[config.mk]
export PLATFORM = sky130hd
export DESIGN_NAME = reclock_ctrl
export DESIGN_NICKNAME = d
export VERILOG_FILES = /design/src/rtl/pin_sync.v /design/src/rtl/reclock_ctrl.v
export VERILOG_INCLUDE_DIRS = /design/src /design/src/include
export SDC_FILE = /design/constraint.sdc
export NUM_CORES = 1
export LEC_CHECK = 0
export ABC_AREA = 0
export BUFFER_PORTS_ARGS = -buffer_cell sky130_fd_sc_hd__clkbuf_2
export CAP_MARGIN = 5
export CELL_PAD_IN_SITES_DETAIL_PLACEMENT = 2
export CELL_PAD_IN_SITES_GLOBAL_PLACEMENT = 2
export CORE_MARGIN = 2
export CORE_UTILIZATION = 32
export DETAILED_ROUTE_END_ITERATION = 10
export GPL_TIMING_DRIVEN = 1
export PLACE_DENSITY = 0.79
export SLEW_MARGIN = 20
export SYNTH_ARGS = -nofsm -noshare
export SYNTH_HDL_FRONTEND = slang
export SYNTH_SLANG_ARGS = --single-unit
[constraint.sdc]
create_clock -name aclk -period 2.1 [get_ports aclk]
set_clock_uncertainty 0.2 [all_clocks]
set_input_delay 0.105 -clock aclk [delete_from_list [all_inputs] [get_ports aclk]]
set_output_delay 0.105 -clock aclk [all_outputs]
set_load 0.05 [all_outputs]
[src/include/reclock_ctrl_regs.vh]
// Register map, field positions, codes and timing for the reclock control block
`ifndef RECLOCK_CTRL_REGS_VH
`define RECLOCK_CTRL_REGS_VH

// ----------------------------------------
// Register byte offsets
// ----------------------------------------
`define REG_SETTINGS     8'h00
`define REG_ACTIVE       8'h04
`define REG_COMMAND      8'h08
`define REG_STATUS       8'h0c
`define REG_ALARM        8'h10

// ----------------------------------------
// Field positions
// ----------------------------------------
`define F_MODE_LO        0
`define F_MODE_HI        3
`define F_OPT1_EN        4
`define F_OPT2_EN        5
`define F_IN_SEL         6
`define F_CMD_APPLY      0
`define F_CMD_RECALL     1
`define F_CMD_LOCATE     2

// ----------------------------------------
// Modes
// ----------------------------------------
`define MODE_AUTO_RATE_ASI_PREF    4'h0
`define MODE_AUTO_SD     4'h1
`define MODE_BYPASS      4'h2
`define MODE_R143        4'h3
`define MODE_R177        4'h4
`define MODE_R270        4'h5
`define MODE_R360        4'h6
`define MODE_R540        4'h7
`define MODE_R1485       4'h8

// ----------------------------------------
// Rate codes (also rate select to reclocker)
// ----------------------------------------
`define RATE_143         3'h0
`define RATE_177         3'h1
`define RATE_270         3'h2
`define RATE_360         3'h3
`define RATE_540         3'h4
`define RATE_1485        3'h5
`define RATE_NA          3'h6
`define RATE_UNKNOWN     3'h7

// ----------------------------------------
// Submodule type and tri-state report codes
// ----------------------------------------
`define SUB_NONE         3'h0
`define SUB_ERROR        3'h1
`define SUB_UNKNOWN      3'h2
`define SUB_DUAL_TX      3'h3
`define SUB_TRX          3'h4
`define TRI_YES          2'h0
`define TRI_NO           2'h1
`define TRI_NA           2'h2

// ----------------------------------------
// Reset value and timing
// ----------------------------------------
`define SETTINGS_RESET   7'h30
`define FLASH_HALF_MS    250
`define CLK_KHZ          25000
`define FLASH_HALF_CYC   (`FLASH_HALF_MS * `CLK_KHZ)

`endif

[src/rtl/pin_sync.v]
// Two-flop synchroniser for a bus of asynchronous pins
`timescale 1ns/10ps
module pin_sync #(
    parameter WIDTH = 1
) (
    input  wire             aclk,
    input  wire             aresetn,
    input  wire [WIDTH-1:0] async_in,
    output reg  [WIDTH-1:0] sync_out
);
    reg [WIDTH-1:0] meta_q;

    always @(posedge aclk) begin
        if (!aresetn) begin
            meta_q   <= {WIDTH{1'b0}};
            sync_out <= {WIDTH{1'b0}};
        end else begin
            meta_q   <= async_in;
            sync_out <= meta_q;
        end
    end
endmodule

[src/rtl/reclock_ctrl.v]
// Reclock mode, optic control, status reporting and indicators with AXI4-Lite slave
//
// The placing of the registers and the AXI4-Lite interface to the registers were left to the implementer.
`timescale 1ns/10ps
`include "reclock_ctrl_regs.vh"
module reclock_ctrl #(
    parameter FLASH_HALF = `FLASH_HALF_CYC
) (
    input  wire        aclk,
    input  wire        aresetn,
    input  wire [7:0]  s_axi_awaddr,
    input  wire        s_axi_awvalid,
    output reg         s_axi_awready,
    input  wire [31:0] s_axi_wdata,
    input  wire [3:0]  s_axi_wstrb,
    input  wire        s_axi_wvalid,
    output reg         s_axi_wready,
    output reg  [1:0]  s_axi_bresp,
    output reg         s_axi_bvalid,
    input  wire        s_axi_bready,
    input  wire [7:0]  s_axi_araddr,
    input  wire        s_axi_arvalid,
    output reg         s_axi_arready,
    output reg  [31:0] s_axi_rdata,
    output reg  [1:0]  s_axi_rresp,
    output reg         s_axi_rvalid,
    input  wire        s_axi_rready,
    input  wire [3:0]  jumper_mode,
    input  wire [2:0]  jumper_flags,
    input  wire [2:0]  sub_type,
    input  wire        sub_fault,
    input  wire        coax_present,
    input  wire        optic1_present,
    input  wire        optic2_present,
    input  wire        lock,
    input  wire [2:0]  rate_detect,
    input  wire        asi_detect,
    input  wire        front_is_16,
    input  wire        rear_present,
    input  wire        rear_is_16,
    input  wire        ref_lost,
    output reg         reclock_bypass,
    output reg  [2:0]  rate_sel,
    output reg         rate_fixed,
    output reg         output_invalid,
    output reg         optic1_tx_en,
    output reg         optic2_tx_en,
    output reg         input_sel_optic,
    output reg         indicator_a,
    output reg         config_indicator,
    output reg         fault_led,
    output reg         mismatch_warn,
    output reg         state_yellow,
    output reg         alarm_fault,
    output reg         alarm_sig_loss,
    output reg         alarm_ref_loss,
    output reg         alarm_cfg_err
);
    // ----------------------------------------
    // Pin synchronisers
    // ----------------------------------------
    wire [22:0] pins_s;
    pin_sync #(.WIDTH(23)) u_sync (
        .aclk     (aclk),
        .aresetn  (aresetn),
        .async_in ({jumper_mode, jumper_flags, sub_type, sub_fault, coax_present,
                    optic1_present, optic2_present, lock, rate_detect, asi_detect,
                    front_is_16, rear_present, rear_is_16, ref_lost}),
        .sync_out (pins_s)
    );
    wire [3:0] jmp_mode_s = pins_s[22:19];
    wire [2:0] jmp_flag_s = pins_s[18:16];
    wire [2:0] sub_s      = pins_s[15:13];
    wire       sub_flt_s  = pins_s[12];
    wire       coax_s     = pins_s[11];
    wire       opt1_s     = pins_s[10];
    wire       opt2_s     = pins_s[9];
    wire       lock_s     = pins_s[8];
    wire [2:0] rate_s     = pins_s[7:5];
    wire       asi_s      = pins_s[4];
    wire       front16_s  = pins_s[3];
    wire       rear_s     = pins_s[2];
    wire       rear16_s   = pins_s[1];
    wire       ref_lost_s = pins_s[0];

    // ----------------------------------------
    // Helpers
    // ----------------------------------------
    function [2:0] fixed_rate;
        input [3:0] m;
        begin
            fixed_rate = m[2:0] - 3'h3;
        end
    endfunction

    function is_fixed;
        input [3:0] m;
        begin
            is_fixed = (m >= `MODE_R143) && (m <= `MODE_R1485);
        end
    endfunction

    // ----------------------------------------
    // Settings: pending (software) and active
    // ----------------------------------------
    reg  [6:0] pend_q;
    reg  [6:0] act_q;
    reg        locate_q;
    reg        recall_pend_q;
    reg  [1:0] warm_q;
    wire [3:0] act_mode = act_q[`F_MODE_HI:`F_MODE_LO];
    wire       trx_fit  = (sub_s == `SUB_TRX);
    wire       dual_fit = (sub_s == `SUB_DUAL_TX);

    // AXI write channel capture: address and data in either order
    reg        aw_have_q;
    reg        w_have_q;
    reg [7:0]  aw_addr_q;
    reg [31:0] w_data_q;
    reg [3:0]  w_strb_q;
    wire       wr_fire = aw_have_q && w_have_q && !s_axi_bvalid;
    wire       wr_lane = w_strb_q[0];

    always @(posedge aclk) begin
        if (!aresetn) begin
            s_axi_awready <= 1'b1;
            s_axi_wready  <= 1'b1;
            s_axi_bvalid  <= 1'b0;
            s_axi_bresp   <= 2'h0;
            aw_have_q     <= 1'b0;
            w_have_q      <= 1'b0;
            aw_addr_q     <= 8'h00;
            w_data_q      <= 32'h0;
            w_strb_q      <= 4'h0;
        end else begin
            if (s_axi_awvalid && s_axi_awready) begin
                aw_have_q     <= 1'b1;
                aw_addr_q     <= s_axi_awaddr;
                s_axi_awready <= 1'b0;
            end
            if (s_axi_wvalid && s_axi_wready) begin
                w_have_q     <= 1'b1;
                w_data_q     <= s_axi_wdata;
                w_strb_q     <= s_axi_wstrb;
                s_axi_wready <= 1'b0;
            end
            if (wr_fire) begin
                aw_have_q    <= 1'b0;
                w_have_q     <= 1'b0;
                s_axi_bvalid <= 1'b1;
                case (aw_addr_q & 8'hfc)
                    `REG_SETTINGS, `REG_COMMAND: s_axi_bresp <= 2'h0;
                    `REG_ACTIVE, `REG_STATUS, `REG_ALARM: s_axi_bresp <= 2'h0;
                    default: s_axi_bresp <= 2'h2;
                endcase
            end
            if (s_axi_bvalid && s_axi_bready) begin
                s_axi_bvalid  <= 1'b0;
                s_axi_awready <= 1'b1;
                s_axi_wready  <= 1'b1;
            end
        end
    end

    // Settings and commands; recall overrides apply in the same write
    always @(posedge aclk) begin
        if (!aresetn) begin
            pend_q        <= `SETTINGS_RESET;
            act_q         <= `SETTINGS_RESET;
            locate_q      <= 1'b0;
            recall_pend_q <= 1'b1;
            warm_q        <= 2'h0;
        end else begin
            warm_q <= {warm_q[0], 1'b1};
            if (recall_pend_q && warm_q[1]) begin // Wait until sync chain holds jumpers
                pend_q        <= {jmp_flag_s, jmp_mode_s};
                act_q         <= {jmp_flag_s, jmp_mode_s};
                recall_pend_q <= 1'b0;
            end
            if (wr_fire && wr_lane) begin
                if ((aw_addr_q & 8'hfc) == `REG_SETTINGS)
                    pend_q <= w_data_q[6:0];
                if ((aw_addr_q & 8'hfc) == `REG_COMMAND) begin
                    if (w_data_q[`F_CMD_APPLY])
                        act_q <= pend_q;
                    if (w_data_q[`F_CMD_RECALL])
                        recall_pend_q <= 1'b1;
                    locate_q <= w_data_q[`F_CMD_LOCATE];
                end
            end
        end
    end

    // ----------------------------------------
    // Reclocker steering
    // ----------------------------------------
    reg        bypass_d;
    reg [2:0]  rate_d;
    reg        invalid_d;
    reg [1:0]  lock_rep_d;
    reg [2:0]  rate_rep_d;
    reg        rate_ok;

    always @* begin
        bypass_d   = 1'b0;
        rate_d     = rate_s;
        invalid_d  = 1'b0;
        lock_rep_d = lock_s ? `TRI_YES : `TRI_NO;
        rate_rep_d = lock_s ? rate_s : `RATE_UNKNOWN;
        rate_ok    = 1'b1;
        case (act_mode)
            `MODE_AUTO_RATE_ASI_PREF: begin
                rate_ok  = (rate_s != `RATE_177);
                bypass_d = !(lock_s && rate_ok);
            end
            `MODE_AUTO_SD: begin
                rate_ok  = !asi_s;
                bypass_d = !(lock_s && rate_ok);
            end
            `MODE_BYPASS: begin
                bypass_d   = 1'b1;
                lock_rep_d = `TRI_NA;
                rate_rep_d = `RATE_NA;
            end
            default: begin
                if (is_fixed(act_mode)) begin
                    rate_d    = fixed_rate(act_mode);
                    invalid_d = !lock_s;
                end else begin
                    bypass_d   = 1'b1;
                    lock_rep_d = `TRI_NA;
                    rate_rep_d = `RATE_NA;
                end
            end
        endcase
        if (!rate_ok)
            rate_rep_d = `RATE_UNKNOWN;
    end

    // ----------------------------------------
    // Rear module checks and status codes
    // ----------------------------------------
    wire mismatch = rear_s && front16_s && !rear16_s;
    wire rear_bad = !rear_s || mismatch;
    wire opt1_on  = trx_fit && act_q[`F_OPT1_EN];
    wire opt2_on  = trx_fit && act_q[`F_IN_SEL];
    wire coax_on  = !(trx_fit && act_q[`F_IN_SEL]);

    reg [1:0] health_q;
    reg [1:0] coax_rep_q;
    reg [1:0] opt1_rep_q;
    reg [1:0] opt2_rep_q;
    reg [1:0] lock_rep_q;
    reg [2:0] rate_rep_q;
    reg [2:0] sub_rep_q;

    always @(posedge aclk) begin
        if (!aresetn) begin
            health_q   <= `TRI_NA;
            coax_rep_q <= `TRI_NA;
            opt1_rep_q <= `TRI_NA;
            opt2_rep_q <= `TRI_NA;
            lock_rep_q <= `TRI_NA;
            rate_rep_q <= `RATE_NA;
            sub_rep_q  <= `SUB_NONE;
        end else begin
            sub_rep_q  <= (sub_s > `SUB_TRX) ? `SUB_UNKNOWN : sub_s;
            health_q   <= (sub_s == `SUB_NONE) ? `TRI_NA :
                          (sub_flt_s || sub_s == `SUB_ERROR) ? `TRI_NO : `TRI_YES;
            coax_rep_q <= !coax_on ? `TRI_NA : coax_s ? `TRI_YES : `TRI_NO;
            opt1_rep_q <= !opt1_on ? `TRI_NA : opt1_s ? `TRI_YES : `TRI_NO;
            opt2_rep_q <= !opt2_on ? `TRI_NA : opt2_s ? `TRI_YES : `TRI_NO;
            lock_rep_q <= lock_rep_d;
            rate_rep_q <= rate_rep_d;
        end
    end

    // ----------------------------------------
    // Flash timer and outputs
    // ----------------------------------------
    reg [31:0] flash_cnt_q;
    reg        flash_q;

    always @(posedge aclk) begin
        if (!aresetn) begin
            flash_cnt_q <= 32'h0;
            flash_q     <= 1'b0;
        end else if (flash_cnt_q >= FLASH_HALF - 1) begin
            flash_cnt_q <= 32'h0;
            flash_q     <= !flash_q;
        end else begin
            flash_cnt_q <= flash_cnt_q + 32'h1;
        end
    end

    wire sig_loss = (coax_on && !coax_s) || (opt2_on && !opt2_s);

    always @(posedge aclk) begin
        if (!aresetn) begin
            reclock_bypass   <= 1'b1;
            rate_sel         <= `RATE_270;
            rate_fixed       <= 1'b0;
            output_invalid   <= 1'b0;
            optic1_tx_en     <= 1'b0;
            optic2_tx_en     <= 1'b0;
            input_sel_optic  <= 1'b0;
            indicator_a      <= 1'b0;
            config_indicator <= 1'b0;
            fault_led        <= 1'b0;
            mismatch_warn    <= 1'b0;
            state_yellow     <= 1'b0;
            alarm_fault      <= 1'b0;
            alarm_sig_loss   <= 1'b0;
            alarm_ref_loss   <= 1'b0;
            alarm_cfg_err    <= 1'b0;
        end else begin
            reclock_bypass   <= bypass_d;
            rate_sel         <= rate_d;
            rate_fixed       <= is_fixed(act_mode);
            output_invalid   <= invalid_d;
            // Enables only act when a submodule can carry them
            optic1_tx_en     <= (dual_fit || trx_fit) && act_q[`F_OPT1_EN];
            optic2_tx_en     <= dual_fit && act_q[`F_OPT2_EN];
            input_sel_optic  <= trx_fit && act_q[`F_IN_SEL];
            indicator_a      <= locate_q && flash_q;
            config_indicator <= locate_q && !flash_q;
            fault_led        <= mismatch ? flash_q : !rear_s;
            mismatch_warn    <= mismatch;
            state_yellow     <= rear_bad;
            alarm_fault      <= rear_bad || health_q == `TRI_NO;
            alarm_sig_loss   <= sig_loss;
            alarm_ref_loss   <= ref_lost_s;
            alarm_cfg_err    <= invalid_d || sub_s == `SUB_ERROR;
        end
    end

    // ----------------------------------------
    // Read channel, one cycle after address taken
    // ----------------------------------------
    always @(posedge aclk) begin
        if (!aresetn) begin
            s_axi_arready <= 1'b1;
            s_axi_rvalid  <= 1'b0;
            s_axi_rdata   <= 32'h0;
            s_axi_rresp   <= 2'h0;
        end else if (s_axi_arvalid && s_axi_arready) begin
            s_axi_arready <= 1'b0;
            s_axi_rvalid  <= 1'b1;
            s_axi_rresp   <= 2'h0;
            case (s_axi_araddr & 8'hfc)
                `REG_SETTINGS: s_axi_rdata <= {25'h0, pend_q};
                `REG_ACTIVE:   s_axi_rdata <= {25'h0, act_q};
                `REG_COMMAND:  s_axi_rdata <= {29'h0, locate_q, 2'h0};
                `REG_STATUS:   s_axi_rdata <= {12'h0, rate_rep_q, lock_rep_q, opt2_rep_q,
                                               opt1_rep_q, coax_rep_q, health_q,
                                               sub_rep_q, mismatch_warn, reclock_bypass,
                                               output_invalid, 1'b0};
                `REG_ALARM:    s_axi_rdata <= {28'h0, alarm_cfg_err, alarm_ref_loss,
                                               alarm_sig_loss, alarm_fault};
                default: begin
                    s_axi_rdata <= 32'h0;
                    s_axi_rresp <= 2'h2;
                end
            endcase
        end else if (s_axi_rvalid && s_axi_rready) begin
            s_axi_rvalid  <= 1'b0;
            s_axi_arready <= 1'b1;
        end
    end
endmodule

==> results.json <==
{
  "status": "complete, no violations",
  "synthToLayoutAreaGrowth_pct": 31.8,
  "warnings_from_yosys": 0,
  "crit_required_ns": 2.24,
  "timing_hold_violations_final": 0,
  "width_of_the_chip_microns": 145,
  "die_ht_microns": 145,
  "vias_per_cell": 4.97,
  "dr_total_vias": 5531,
  "max_clock_freq_mhz": 488,
  "grt_start_max_net_pins": 37,
  "port_buffers": 94,
  "library_cell_used_as_clock_root_buffer": "sky130_fd_sc_hd__clkbuf_16",
  "grt_first_pass_wirelength_microns": 32600,
  "place.detailed.hpwl_microns": 13000,
  "hold_path_origin": "s_axi_araddr[2]",
  "postSynthCellCount": 681,
  "ant_nets": 0,
  "vias_in_the_first_global_route": 6006,
  "antenna_found_initial": 0,
  "clock_insertion_delay_worst_skew_ns": 0.43,
  "ys.flop_type": "sky130_fd_sc_hd__dfxtp_1",
  "setup_slack_ns": 0.0515,
  "avgSynthCellArea_sq_um": 9.36,
  "detail_route.iter0.violations": 209,
  "synth-edff-count": 0,
  "setup_viol_count_final": 0,
  "grt_usage": 0.194,
  "synth.top_cell.area_share": 0.547,
  "design.die.area_sq_um": 21100,
  "place.gp.congestion": 0.806,
  "drtPass1Iterations": 4,
  "ys_types": 58,
  "floorplan.io_pins": 141,
  "cts_buffer_depth": 2,
  "antenna_cells": 0,
  "worstHoldPathType": "in2reg",
  "tightest_slew_ns": 0.510,
  "numClockSinks": 174,
  "tritoncts": "yes",
  "maxSlewHeadroom": 0.657,
  "static_leakage_nw": 3.45,
  "yosysTopAreaCell": "sky130_fd_sc_hd__dfxtp_1",
  "clock_pin_slew_worst_setup_and_hold_paths_ns": 0.07,
  "reg2regPathDepth": 4,
  "critPathMaxFanout": 7,
  "cts_made_buffers": 17,
  "type_of_the_worst_setup_path": "reg2reg",
  "cap_violations": 0,
  "core_area_sq_um": 19500,
  "worst_ir_drop_vdd_v": 0.000569,
  "cp.arrival_ns": 2.19,
  "timing_max_transition_violations_final": 0,
  "number_of_placed_instances_taps_included": 1023,
  "launch_instance_of_the_worst_register_to_register_path": "aw_addr_q[7]$_SDFFE_PN0P_",
  "synth_area_sq_um": 6370,
  "critPathLaunch": "aw_addr_q[7]$_SDFFE_PN0P_",
  "total_detailed_routing_wirelength_microns": 20800,
  "finalCriticalPeriod_ns": 2.05,
  "power_dens_cells_nw_per_um2": 917,
  "detailedPlace.worstSlack_ns": 0.00765,
  "detail_route.wl_per_cell_microns": 18.7,
  "initial_core_util": 0.326,
  "proportion_of_layout_cells_with_a_drive_suffix_above_1": 0.183,
  "overflow": 0,
  "drcViolationCount": 0,
  "synth.top_cells.by_area": "sky130_fd_sc_hd__dfxtp_1 55%, sky130_fd_sc_hd__and2_1 4.9%, sky130_fd_sc_hd__a21oi_1 4.6%, sky130_fd_sc_hd__nand2_1 3.9%, sky130_fd_sc_hd__nand3_1 3.3%",
  "ys_async_sr_fraction": 0,
  "holdPathStages": 3,
  "ys_seq_elements": 174,
  "ctsHtreeMaxLevel": 4,
  "count_of_nets_after_finishing": 921,
  "worstSetupStartpointType": "register",
  "seq_area_frac_synth": 0.547,
  "fp-row-count": 51,
  "finish.cell_count_without_fillers": 1112,
  "period_share": 0.975,
  "capturing_element_type_of_the_critical_path": "register"
}
flip-flops by register name, indices dropped and copies added (netlist names), 2 cells and up:
name             flops
u_sync.sync_out     23
rate_rep_q           3
flash_cnt_q         32
s_axi_rdata         20
pend_q               7
rate_sel             3
w_data_q             7
aw_addr_q            6
u_sync.meta_q       23
coax_rep_q           2
warm_q               2
opt1_rep_q           2
health_q             2
sub_rep_q            3
lock_rep_q           2
opt2_rep_q           2
act_q                7
where the power goes:
part           switching (mW)  internal, mW  leakage, nW  total [mW]
clock                    1.37          2.22        0.324        3.59
sequential             0.0876          3.42         1.43        3.51
combinational           0.376         0.223         1.70       0.599
synth_stat cells, types with 2 or more instances:
library cell	number
sky130_fd_sc_hd__nor2_1	46
sky130_fd_sc_hd__or3b_1	2
sky130_fd_sc_hd__a311oi_1	5
sky130_fd_sc_hd__nor2b_1	4
sky130_fd_sc_hd__nor4b_1	2
sky130_fd_sc_hd__or4_1	6
sky130_fd_sc_hd__mux2i_1	4
sky130_fd_sc_hd__buf_2	5
sky130_fd_sc_hd__and4b_1	2
sky130_fd_sc_hd__xor2_1	8
sky130_fd_sc_hd__nand4_1	7
sky130_fd_sc_hd__a21oi_1	58
sky130_fd_sc_hd__and2_1	50
sky130_fd_sc_hd__nor3b_1	2
sky130_fd_sc_hd__dfxtp_1	174
sky130_fd_sc_hd__o31ai_1	6
sky130_fd_sc_hd__a221oi_1	3
sky130_fd_sc_hd__and3_1	18
sky130_fd_sc_hd__or3_1	7
sky130_fd_sc_hd__inv_1	14
sky130_fd_sc_hd__or2_1	4
sky130_fd_sc_hd__o21ai_0	24
sky130_fd_sc_hd__clkbuf_1	28
sky130_fd_sc_hd__a22oi_1	4
sky130_fd_sc_hd__o21ai_1	4
sky130_fd_sc_hd__mux2_1	2
sky130_fd_sc_hd__nor4_1	2
sky130_fd_sc_hd__mux2_2	2
sky130_fd_sc_hd__a41oi_1	2
sky130_fd_sc_hd__xnor2_1	3
sky130_fd_sc_hd__and4_1	4
sky130_fd_sc_hd__nand2b_1	4
sky130_fd_sc_hd__a211oi_1	7
sky130_fd_sc_hd__o211a_1	5
sky130_fd_sc_hd__ha_1	5
sky130_fd_sc_hd__nor3_1	9
sky130_fd_sc_hd__a221o_1	6
sky130_fd_sc_hd__nand2_1	67
sky130_fd_sc_hd__nand3_1	42
sky130_fd_sc_hd__buf_4	16
layout by cell type (no fill, tap or decap), drive strengths merged, types with 17 or more instances in the layout:
master / instances
nor2: 46
and2: 50
nand2: 67
clkbuf: 114
o21ai: 28
nand3: 42
a21oi: 58
dfxtp: 174
and3: 18
dlygate4sd3: 57
conb: 23
inv: 17
layer usage:
layer | vias to the layer above | part of all wire | track usage
li1 | 2645 | - | -
met1 | 2757 | 0.43 | 0.235
met2 | 104 | 0.52 | 0.349
met3 | 25 | 0.029 | 0.0349
met4 | 0 | 0.019 | 0.0632
met5 | - | 0 | 0
cell families (layout without fill, tap and decap cells):
kind of cell               count (synthesis)  after routing  synth area share
muxes                                      8              8            0.0134
other                                      1             23          0.000589
DFF                                      174            174             0.547
AOI/OAI and AO/OA                        134            134             0.132
and+or+nand+nor                          282            282             0.232
xor gates and xnor gates                  11             11            0.0151
adders and majority gates                  5              5           0.00982
buffers and inverters                     66            210            0.0505
stage by stage:
stage	area (sq um)	power, mW	hold slack (ns)	setup TNS (ns)	utilization
after detailed placement	7080	4.06	0.122	0	0.363
final	8390	7.70	0.0174	0	0.430
after floorplan	6450	3.91	-0.0673	0	-
after CTS	8330	7.72	0.00229	0	0.427
after global routing	8390	7.97	0.0360	-0.0250	0.430
after global placement	7080	4.03	0.115	0	0.363
worst max-delay path, stage by stage (launching register included):
cell and delay [ns]:
sky130_fd_sc_hd__dfxtp_1 0.32, sky130_fd_sc_hd__nor3_1 0.45, sky130_fd_sc_hd__and4_1 0.43, sky130_fd_sc_hd__nand2_1 0.24, sky130_fd_sc_hd__a41oi_1 0.31
final timing paths:
kind / endpoint / slack [ns]
worst min-delay path: s_axi_rdata[2]$_SDFFE_PN0P_ / 0.02
worst min register to register: opt1_rep_q[0]$_SDFF_PN0_ / 0.21
worst max register to register: act_q[5]$_SDFF_PN1_ / 0.05
worst max-delay path: act_q[5]$_SDFF_PN1_ / 0.05
cell type report:
class | count | area (sq um)
Clock buffer | 20 | 467
Fill cell | 2129 | 11100
Timing Repair Buffer | 163 | 1130
Clock inverter | 12 | 205
Tap cell | 265 | 332
Inverter | 15 | 56.3
Sequential cell | 174 | 3490
Multi-Input combinational cell | 463 | 2720
what timing repair did:
action	CTS	global route
hold buffers	57	0
hold endpoints to repair	46	0
setup buffers	0	0
pin swaps	0	1
gates resized for setup	2	14
endpoints found under the setup margin	1	30
(Power assumes the default switching activity.)
